## config.mk

```make
export PLATFORM = sky130hd
export DESIGN_NAME = dibo_core
export DESIGN_NICKNAME = d
export VERILOG_FILES = /design/src/core/dibo_pkg.sv /design/src/core/dibo_core.sv
export SDC_FILE = /design/constraint.sdc
export NUM_CORES = 1
export LEC_CHECK = 0
export ABC_AREA = 1
export BUFFER_PORTS_ARGS = -buffer_cell sky130_fd_sc_hd__buf_2
export CAP_MARGIN = 10
export CORE_MARGIN = 1.5
export CORE_UTILIZATION = 35
export CTS_CLUSTER_DIAMETER = 30
export DETAILED_ROUTE_END_ITERATION = 12
export GPL_ROUTABILITY_DRIVEN = 0
export SYNTH_ARGS = -nofsm -noshare
export SYNTH_HDL_FRONTEND = slang
export SYNTH_SLANG_ARGS = --single-unit
export TNS_END_PERCENT = 50
```

## constraint.sdc

```tcl
create_clock -name clk -period 2.2 [get_ports clk]
set_input_delay 0.22 -clock clk [delete_from_list [all_inputs] [get_ports clk]]
set_output_delay 0.22 -clock clk [all_outputs]
set_load 0.02 [all_outputs]
```

## src/core/dibo_pkg.sv

```systemverilog
// Package for the mode register info and burst order block
package dibo_pkg;
    // ------------------------------------------------------------
    // Mode addresses and field layout
    // ------------------------------------------------------------
    localparam logic [7:0] DIBO_MA_INFO = 8'h00;
    localparam logic [7:0] DIBO_MA_FEATURE = 8'h01;
    // Mode address of the init calibration command (arbitrary choice)
    localparam logic [7:0] DIBO_MA_CAL = 8'h0A;
    localparam logic [7:0] DIBO_CAL_INIT_CODE = 8'hFF;
    localparam int DIBO_INFO_AUTO_INIT_POS = 0;
    localparam int DIBO_INFO_DEVTYPE_POS = 1;
    localparam int DIBO_INFO_DNV_POS = 2;
    localparam int DIBO_INFO_SELFTEST_LSB = 3;
    localparam int DIBO_FEAT_WRAP_POS = 4;
    localparam int DIBO_FEAT_TYPE_POS = 3;
    // Reset values
    localparam logic [7:0] DIBO_FEATURE_RESET = 8'h22;
    localparam logic [1:0] DIBO_SELFTEST_RESET = 2'h0;
    // Burst length codes
    localparam logic [2:0] DIBO_BL4 = 3'h2;
    localparam logic [2:0] DIBO_BL8 = 3'h3;
    localparam logic [2:0] DIBO_BL16 = 3'h4;
    // Self-test results
    localparam logic [1:0] DIBO_ST_NONE = 2'h0;
    localparam logic [1:0] DIBO_ST_SUPPLY = 2'h1;
    localparam logic [1:0] DIBO_ST_GROUND = 2'h2;
    localparam logic [1:0] DIBO_ST_OK = 2'h3;
    // Write recovery code offset: code 1 means 3 clocks
    localparam logic [3:0] DIBO_WR_CODE_OFFSET = 4'h2;
    // Calibration run length in cycles (arbitrary)
    localparam logic [7:0] DIBO_CAL_CYCLES = 8'h10;
    // Value read from write-only or reserved registers
    localparam logic [7:0] DIBO_UNDEF_DATA = 8'h00;

    // Mode register command
    typedef struct packed {
        logic rd;
        logic wr;
        logic [7:0] addr;
        logic [7:0] data;
    } dibo_cmd_t;

    // Burst request
    typedef struct packed {
        logic start;
        logic is_write;
        logic auto_precharge;
        logic [9:0] column;
    } dibo_burst_t;

    typedef enum logic [1:0] {
        DIBO_IDLE = 2'b00,
        DIBO_BURST = 2'b01,
        DIBO_RECOVER = 2'b10
    } dibo_state_t;
endpackage

```

## src/core/dibo_core.sv

```systemverilog
// Mode register info/feature registers with burst column order generator
`timescale 1ns/10ps
`default_nettype none
module dibo_core (
    // Clock and reset
    input wire logic clk,
    input wire logic reset_n,
    // Mode register command and read answer
    input wire dibo_pkg::dibo_cmd_t cmd,
    output logic [7:0] rd_data,
    output logic rd_valid,
    output logic rd_strobe,
    // Device status inputs
    input wire logic init_busy,
    input wire logic cal_pin_supply,
    input wire logic cal_pin_ground,
    // Burst request and column output
    input wire dibo_pkg::dibo_burst_t burst,
    output logic [9:0] col_out,
    output logic col_valid,
    output logic precharge_start,
    output logic factory_trim
);
    import dibo_pkg::*;

    // ------------------------------------------------------------
    // Mode registers
    // ------------------------------------------------------------
    logic [7:0] feature_reg, feature_next;
    logic [1:0] selftest_reg, selftest_next;
    logic auto_init_reg, auto_init_next;
    logic [7:0] cal_cnt_reg, cal_cnt_next;
    logic cal_busy_reg, cal_busy_next;
    logic [7:0] rd_data_reg, rd_data_next;
    logic rd_valid_reg, rd_valid_next;
    logic trim_reg, trim_next;
    logic cal_ignored;

    // Calibration commands are ignored after an assembly fault
    assign cal_ignored = (selftest_reg == DIBO_ST_SUPPLY) || (selftest_reg == DIBO_ST_GROUND);

    // Register next values
    always_comb begin
        feature_next = feature_reg;
        selftest_next = selftest_reg;
        auto_init_next = init_busy;
        cal_cnt_next = cal_cnt_reg;
        cal_busy_next = cal_busy_reg;
        rd_data_next = DIBO_UNDEF_DATA;
        rd_valid_next = cmd.rd;
        if (cmd.wr && cmd.addr == DIBO_MA_FEATURE) begin
            feature_next = cmd.data;
        end
        if (cmd.wr && cmd.addr == DIBO_MA_CAL && cmd.data == DIBO_CAL_INIT_CODE
            && !cal_ignored && !cal_busy_reg) begin
            cal_busy_next = 1'b1;
            cal_cnt_next = DIBO_CAL_CYCLES;
        end else if (cal_busy_reg) begin
            cal_cnt_next = cal_cnt_reg - 8'h01;
            if (cal_cnt_reg == 8'h01) begin
                cal_busy_next = 1'b0;
                // 11 only means a resistor is present
                if (cal_pin_supply) begin
                    selftest_next = DIBO_ST_SUPPLY;
                end else if (cal_pin_ground) begin
                    selftest_next = DIBO_ST_GROUND;
                end else begin
                    selftest_next = DIBO_ST_OK;
                end
            end
        end
        if (cmd.rd && cmd.addr == DIBO_MA_INFO) begin
            rd_data_next = 8'h00;
            rd_data_next[DIBO_INFO_AUTO_INIT_POS] = auto_init_reg;
            rd_data_next[DIBO_INFO_SELFTEST_LSB +: 2] = selftest_reg;
        end
        trim_next = cal_ignored;
    end

    // Register update
    always_ff @(posedge clk or negedge reset_n) begin
        if (!reset_n) begin
            feature_reg <= DIBO_FEATURE_RESET;
            selftest_reg <= DIBO_SELFTEST_RESET;
            auto_init_reg <= 1'b1;
            cal_cnt_reg <= 8'h00;
            cal_busy_reg <= 1'b0;
            rd_data_reg <= 8'h00;
            rd_valid_reg <= 1'b0;
            trim_reg <= 1'b0;
        end else begin
            feature_reg <= feature_next;
            selftest_reg <= selftest_next;
            auto_init_reg <= auto_init_next;
            cal_cnt_reg <= cal_cnt_next;
            cal_busy_reg <= cal_busy_next;
            rd_data_reg <= rd_data_next;
            rd_valid_reg <= rd_valid_next;
            trim_reg <= trim_next;
        end
    end

    assign rd_data = rd_data_reg;
    assign rd_valid = rd_valid_reg;
    assign rd_strobe = rd_valid_reg;
    assign factory_trim = trim_reg;

    // ------------------------------------------------------------
    // Burst order generator
    // ------------------------------------------------------------
    dibo_state_t state_reg, state_next;
    logic [9:0] base_reg, base_next;
    logic [3:0] start_reg, start_next;
    logic [3:0] beat_reg, beat_next;
    logic [3:0] last_reg, last_next;
    logic [3:0] wr_cnt_reg, wr_cnt_next;
    logic ap_reg, ap_next;
    logic [9:0] col_reg, col_next;
    logic col_valid_reg, col_valid_next;
    logic pre_reg, pre_next;
    logic [3:0] len_mask, offset;
    logic [3:0] wr_cycles;

    // length decode; reserved codes fall back to 4
    always_comb begin
        case (feature_reg[2:0])
            DIBO_BL8: len_mask = 4'h7;
            DIBO_BL16: len_mask = 4'hF;
            default: len_mask = 4'h3;
        endcase
    end

    assign wr_cycles = {1'b0, feature_reg[7:5]} + DIBO_WR_CODE_OFFSET;

    // Per-beat column offset
    always_comb begin
        if (feature_reg[DIBO_FEAT_TYPE_POS]) begin
            offset = (start_reg ^ beat_reg) & len_mask;
        end else begin
            offset = (start_reg + beat_reg) & len_mask;
        end
    end

    // Burst sequencing
    always_comb begin
        state_next = state_reg;
        base_next = base_reg;
        start_next = start_reg;
        beat_next = beat_reg;
        last_next = last_reg;
        wr_cnt_next = wr_cnt_reg;
        ap_next = ap_reg;
        col_next = col_reg;
        col_valid_next = 1'b0;
        pre_next = 1'b0;
        case (state_reg)
            DIBO_IDLE: begin
                if (burst.start) begin
                    start_next = burst.column[3:0] & len_mask & 4'hE;
                    base_next = {burst.column[9:1], 1'b0} & ~{6'h00, len_mask};
                    beat_next = 4'h0;
                    last_next = len_mask;
                    ap_next = burst.is_write && burst.auto_precharge;
                    if (feature_reg[DIBO_FEAT_WRAP_POS]) begin
                        base_next = {burst.column[9:1], 1'b0};
                        start_next = 4'h0;
                    end
                    state_next = DIBO_BURST;
                end
            end
            DIBO_BURST: begin
                col_valid_next = 1'b1;
                if (feature_reg[DIBO_FEAT_WRAP_POS]) begin
                    col_next = base_reg + {6'h00, beat_reg};
                end else begin
                    col_next = base_reg | {6'h00, offset};
                end
                beat_next = beat_reg + 4'h1;
                if (beat_reg == last_reg) begin
                    wr_cnt_next = wr_cycles;
                    state_next = ap_reg ? DIBO_RECOVER : DIBO_IDLE;
                end
            end
            DIBO_RECOVER: begin
                wr_cnt_next = wr_cnt_reg - 4'h1;
                if (wr_cnt_reg == 4'h1) begin
                    pre_next = 1'b1;
                    state_next = DIBO_IDLE;
                end
            end
            default: state_next = DIBO_IDLE;
        endcase
    end

    // Burst state registers
    always_ff @(posedge clk or negedge reset_n) begin
        if (!reset_n) begin
            state_reg <= DIBO_IDLE;
            base_reg <= 10'h000;
            start_reg <= 4'h0;
            beat_reg <= 4'h0;
            last_reg <= 4'h0;
            wr_cnt_reg <= 4'h0;
            ap_reg <= 1'b0;
            col_reg <= 10'h000;
            col_valid_reg <= 1'b0;
            pre_reg <= 1'b0;
        end else begin
            state_reg <= state_next;
            base_reg <= base_next;
            start_reg <= start_next;
            beat_reg <= beat_next;
            last_reg <= last_next;
            wr_cnt_reg <= wr_cnt_next;
            ap_reg <= ap_next;
            col_reg <= col_next;
            col_valid_reg <= col_valid_next;
            pre_reg <= pre_next;
        end
    end

    assign col_out = col_reg;
    assign col_valid = col_valid_reg;
    assign precharge_start = pre_reg;

    // ------------------------------------------------------------
    // Checks
    // ------------------------------------------------------------
    chk_info_read_zero: assert property (@(posedge clk) disable iff (!reset_n)
        (cmd.rd && cmd.addr == DIBO_MA_INFO) |=> (rd_data[7:5] == 3'h0 && rd_data[2:1] == 2'h0))
        else $error("info read reserved or fixed bits not zero");
    chk_auto_init_bit: assert property (@(posedge clk) disable iff (!reset_n)
        (cmd.rd && cmd.addr == DIBO_MA_INFO) |=> rd_data[0] == $past(auto_init_reg))
        else $error("auto init bit wrong");
    chk_feature_load: assert property (@(posedge clk) disable iff (!reset_n)
        (cmd.wr && cmd.addr == DIBO_MA_FEATURE) |=> feature_reg == $past(cmd.data))
        else $error("feature register not loaded");
    chk_read_strobe: assert property (@(posedge clk) disable iff (!reset_n)
        cmd.rd |=> rd_strobe && rd_valid)
        else $error("no strobe on read");
    chk_trim_lock: assert property (@(posedge clk) disable iff (!reset_n)
        (cal_ignored && !cal_busy_reg) |=> !cal_busy_reg)
        else $error("calibration started while locked out");
    chk_col_zero: assert property (@(posedge clk) disable iff (!reset_n)
        (col_valid && state_reg == DIBO_BURST && !feature_reg[DIBO_FEAT_TYPE_POS]
         && !feature_reg[DIBO_FEAT_WRAP_POS] && $past(beat_reg) == 4'h0) |-> col_out[0] == 1'b0)
        else $error("first beat column bit zero set");
    chk_nowrap_step: assert property (@(posedge clk) disable iff (!reset_n)
        (col_valid && $past(col_valid) && feature_reg[DIBO_FEAT_WRAP_POS]) |-> col_out == $past(col_out) + 10'h001)
        else $error("non-wrapping columns not consecutive");
    chk_precharge_delay: assert property (@(posedge clk) disable iff (!reset_n)
        (state_reg == DIBO_RECOVER && $past(state_reg) == DIBO_BURST) |-> ##[0:8] precharge_start)
        else $error("precharge not issued after recovery");
endmodule
`default_nettype wire

```

Word level (Yosys, flattened, before mapping)

Index checks and enable logic that the tools add are counted.
W data, S select, Z words.

Equal/unequal tests: 15
$add $sub $neg: 6
Mux-type cells: 25
Bitwise gates (word level): 8
Reduce and logical (&&, ||, !) cells: 20

Operator list:

| kind                  | count |
|---|---|
| $pmux W4 S2           | 3 |
| $mux W10              | 2 |
| $eq A8 B1 Y1 const B  | 2 |
| $mux W4               | 4 |
| $mux W8               | 2 |
| $and A4 B4 Y4         | 3 |
| $add A10 B4 Y10       | 1 |
| $and A10 B10 Y10      | 1 |
| $mux W2               | 5 |
| $not A4 Y10           | 1 |
| $or A10 B4 Y10        | 1 |
| $eq A8 B4 Y1 const B  | 1 |
| $eq A8 B8 Y1 const B  | 1 |
| $logic_not A8 Y1      | 1 |
| $sub A8 B1 Y8 const B | 1 |
| $logic_and A1 B1 Y1   | 7 |
| $mux W1               | 7 |
| $ne A2 B2 Y1 const B  | 3 |
| $pmux W2 S3           | 1 |
| $reduce_and A2 Y1     | 3 |
| $reduce_and A3 Y1     | 2 |
| $reduce_bool A2 Y1    | 3 |
| $mux W5               | 1 |
| $add A3 B2 Y4 const B | 1 |
| 14 further kinds      | 17 |

Logic and storage cells: 92
Input bits: 36
Output and inout port bits: 23
Register bits: 71

Longest topological paths before layout

Depth in word-level cells: 7
Gate-level depth with buffers: 10
Depth with buffers taken out: 10

Least setup slack after synthesis

No wires, ideal clock.

Path kind: register to register
Start: register beat_reg[1]
End: register col_reg[5], in the netlist col_out[5]
Path slack: 615 ps
Clock period less this slack: 1585 ps
Arrival time: 1520 ps
Stages on the path, launching flop included: 11
Required time: 2135 ps
Buffers on the path: 0
Library setup time: 65 ps
Cells stage by stage: dfrtp_1 > ha_1 > inv_1 > fa_1 > inv_1 > nand2_1 > nand2_1 > nand2_1 > o21ai_0 > nand3_1 > nand2_1

Longest elaborated chain between the ends: 2

Ends and longest elaborated chain:

| item                   | RTL line         | text |
|---|---|---|
| from (decl)            | dibo_core.sv:114 | `logic [3:0] beat_reg, beat_next;` |
| from (signal assigned) | dibo_core.sv:212 | `beat_reg <= beat_next;` |
| $add A10 B4 Y10        | dibo_core.sv:174 | `col_next = base_reg + {6'h00, beat_reg};` |
| $mux W10               | dibo_core.sv:173 | `if (feature_reg[DIBO_FEAT_WRAP_POS]) begin` |
| to (signal assigned)   | dibo_core.sv:216 | `col_reg <= col_next;` |
| to (decl)              | dibo_core.sv:118 | `logic [9:0] col_reg, col_next;` |

Every way passes these cells.
A chain may end at the register's enable or synchronous reset.

Worst setup path after layout

Start: register beat_reg[1]
End: register col_reg[7], in the netlist col_out[7]

Same word-level chain as after synthesis.

==> results.cfg <==
[sta]
finalClockSkew_ns = 0.01209
rsz0062_at_grt = false
slew_violations = 0
min_period_ns = 1.837
fmax_ghz = 0.5444
finalSetupTns_ns = 0
fin_crit_sh = 0.8349
setup_violations = 0
hold_violations = 0

[synthesis]
synth_cell_type_count = 38
synth_top_family_by_area = simple AND/OR/NAND/NOR gates
syn_area_mm2 = 0.003302
synthFlopType = dfrtp_1
syn_area_per_cell_um2 = 8.113
syn_inst = 407
synth_xor_area_frac = 0.01061
ys_ff_latch = 63
synthArstFlopShare = 1.000
synth_mux_area_frac = 0
synth.largest_area_cell = dfrtp_1
netlist_top_cells_count = nand2_1 (102), dfrtp_1 (60), inv_1 (56)
yosys.area_share.simple = 0.2687
synth_compound_area_frac = 0.09246
synth-adder-area-share = 0.05381
yosysWarnings = 0
synth_edf_count = 0
yosysSeqAreaShare = 0.4786
synthTopCellsByArea = dfrtp_1 (45%), nand2_1 (12%), inv_1 (6.4%)
synth_most_common_cell = nand2_1
synth_top_area_frac = 0.4547

[job]
drv_cap = 0

[clock_tree]
cts_buffer_depth = 2
clkSlewWorstSetupHoldPaths_ns = 0.07
cts_resized = 0
cts.sinks = 63
cts_setup_buffers = 0
numCtsBuffers = 9
cts_root_buffer = clkbuf_8
htreeDepth = 3
worstSkewPairLatency_ns = 0.34
cts_tree = yes

[global_routing]
track_usage = 0.1558
grt_max_degree = 26
antenna_found_initial = 0
grt_pass1_vias = 2644
grt_pass1_wl_mm = 12.34
grt_remaining_overflow = 0

[setup_path]
cp_data_arrival_time_ns = 2.12
path_max_fanout = 6
path_cells = ha_1, inv_1, fa_1, inv_1, nand2_1, nand2_1, nand2_1, o21ai_0, nand3_1, nand2_1
cpPeakStageDelay_ns = 0.43
crit_path_top_delay_cell = dfrtp_1
crit_type = reg -> reg
cp-start-kind = flip-flop
crit_path_end_kind = flip-flop
path_common_cell = nand2_1
required_ns = 2.48

[layout]
largest_reg_flops = 10
area_growth_pct = 17.66
antenna_cells = 0
drive_gt1_frac = 0.2013
final_net_count = 517

[route]
drc = 0
detail-route-antenna-nets = 0
wl_per_cell_um = 12.07
first_pass_iters = 4
drt_iter0_markers = 106
dr_total_vias = 2713
vias_per_cell = 4.654
drt_wl_total_mm = 7.034

[power_and_ir_drop]
p_total_uw = 4213
irDropWorstVdd_uv = 388.6
p_per_area_mw_per_mm2 = 1084
leakage_uw = 0.002038

[placement]
port-buffer-count = 52
hpwl_mm = 5.255

[die]
row_count = 35
die_w_um = 100.1
die-area_mm2 = 0.01003
initial_core_util = 0.3590
dieHeight_um = 100.1
core_mm2 = 0.009196
pin_count = 59

[hold_path]
hold_path_class = in -> reg

[run_status]
status = finished clean
## repair_timing
action / in CTS / in global routing
endpoints found under the setup margin: 0 / 0
hold endpoints to repair: 18 / 0
hold buffers: 3 / 0
## area by class of cell
cell class / count / area [um^2]
flip-flops and latches: 63 / 1580
clock buffers: 11 / 151.4
repair buffers: 60 / 327.8
clock inverters: 4 / 45.04
multi-input cells: 276 / 1424
inverters: 58 / 217.7
fillers: 951 / 5311
well taps: 111 / 138.9
## layout by cell type, fill, tap and decap left out, drive strengths merged
| master | synthesis | final |
|---|---|---|
| nand3 | 42 | 42 |
| conb | 1 | 5 |
| bufinv | 0 | 1 |
| clkinv | 1 | 4 |
| a21boi | 1 | 1 |
| o21ai | 31 | 31 |
| xnor2 | 2 | 2 |
| o22ai | 2 | 2 |
| nor2 | 42 | 42 |
| dfstp | 3 | 3 |
| a211oi | 1 | 1 |
| buf | 13 | 57 |
| nand4 | 6 | 6 |
| dlygate4sd3 | 0 | 3 |
| xor2 | 2 | 2 |
| fa | 2 | 2 |
| or2 | 3 | 3 |
| clkbuf | 1 | 11 |
| nor3 | 2 | 2 |
| ha | 11 | 11 |
| inv | 57 | 57 |
| dfrtp | 60 | 60 |
| a31oi | 2 | 2 |
| and3 | 2 | 2 |
| o31ai | 1 | 1 |
| a21oi | 13 | 13 |
| o21bai | 1 | 1 |
| nand2 | 104 | 104 |
| nand3b | 1 | 1 |
## critical path, delay by kind of cell (launching register included)
kind	cells	cell delay, ns
compound gates	1	0.15
fa+ha+maj	2	0.58
buf+inv	2	0.15
flops	1	0.43
simple gates	5	0.49
## path summary, 6_finish.rpt
check / start / to / slack, ns / depth (start not counted)
max in group asynchronous: reset_n / feature_reg[5] / 1.13 / 3
hold reg to reg: auto_init_reg / rd_data[0] / 0.47 / 2
min in group asynchronous: reset_n / col_out[8] / 0.36 / 2
setup / recovery: beat_reg[1] / col_out[7] / 0.36 / 10
setup reg to reg: beat_reg[1] / col_out[7] / 0.36 / 10
hold / removal: cal_pin_ground / selftest_reg[0] / 0.04 / 2
## through the flow
step | area, um^2 | worst slack, ns | cells | hold WS (ns) | utilization
detailed placement | 3659 | 0.3722 | 565 | 0.2047 | 0.3978
CTS | 3885 | 0.3646 | 583 | 0.02188 | 0.4224
floorplan | 3317 | 0.6149 | 411 | -0.07559 | -
global route | 3885 | 0.2020 | 583 | 0.03622 | 0.4224
finish | 3885 | 0.3632 | 583 | 0.04001 | 0.4224
global placement | 3659 | 0.4562 | 565 | 0.1989 | 0.3978
## where the power goes
part           total, uW  leakage, uW  internal (uW)  switching, uW
registers           1690     0.000743           1460            231
logic               1510      0.00119            537            969
clock network       1010     0.000105            573            440
total               4210      0.00204           2570           1640
## per-layer routing
| metal | wire length [um] | GRT usage | up-vias |
|---|---|---|---|
| li1 | - | - | 1407 |
| met1 | 3490 | 0.2087 | 1236 |
| met2 | 3175 | 0.2459 | 64 |
| met3 | 299 | 0.04039 | 6 |
| met4 | 70 | 0.05309 | 0 |
| met5 | 0 | 0 | - |
## cell families after synthesis
group           after synthesis
compound gates               52
xor+xnor                      4
fa+ha+maj                    13
buf+inv                      72
flops                        63
other cells                   1
simple gates                202
Note: power is estimated with default switching activity, not from simulation.
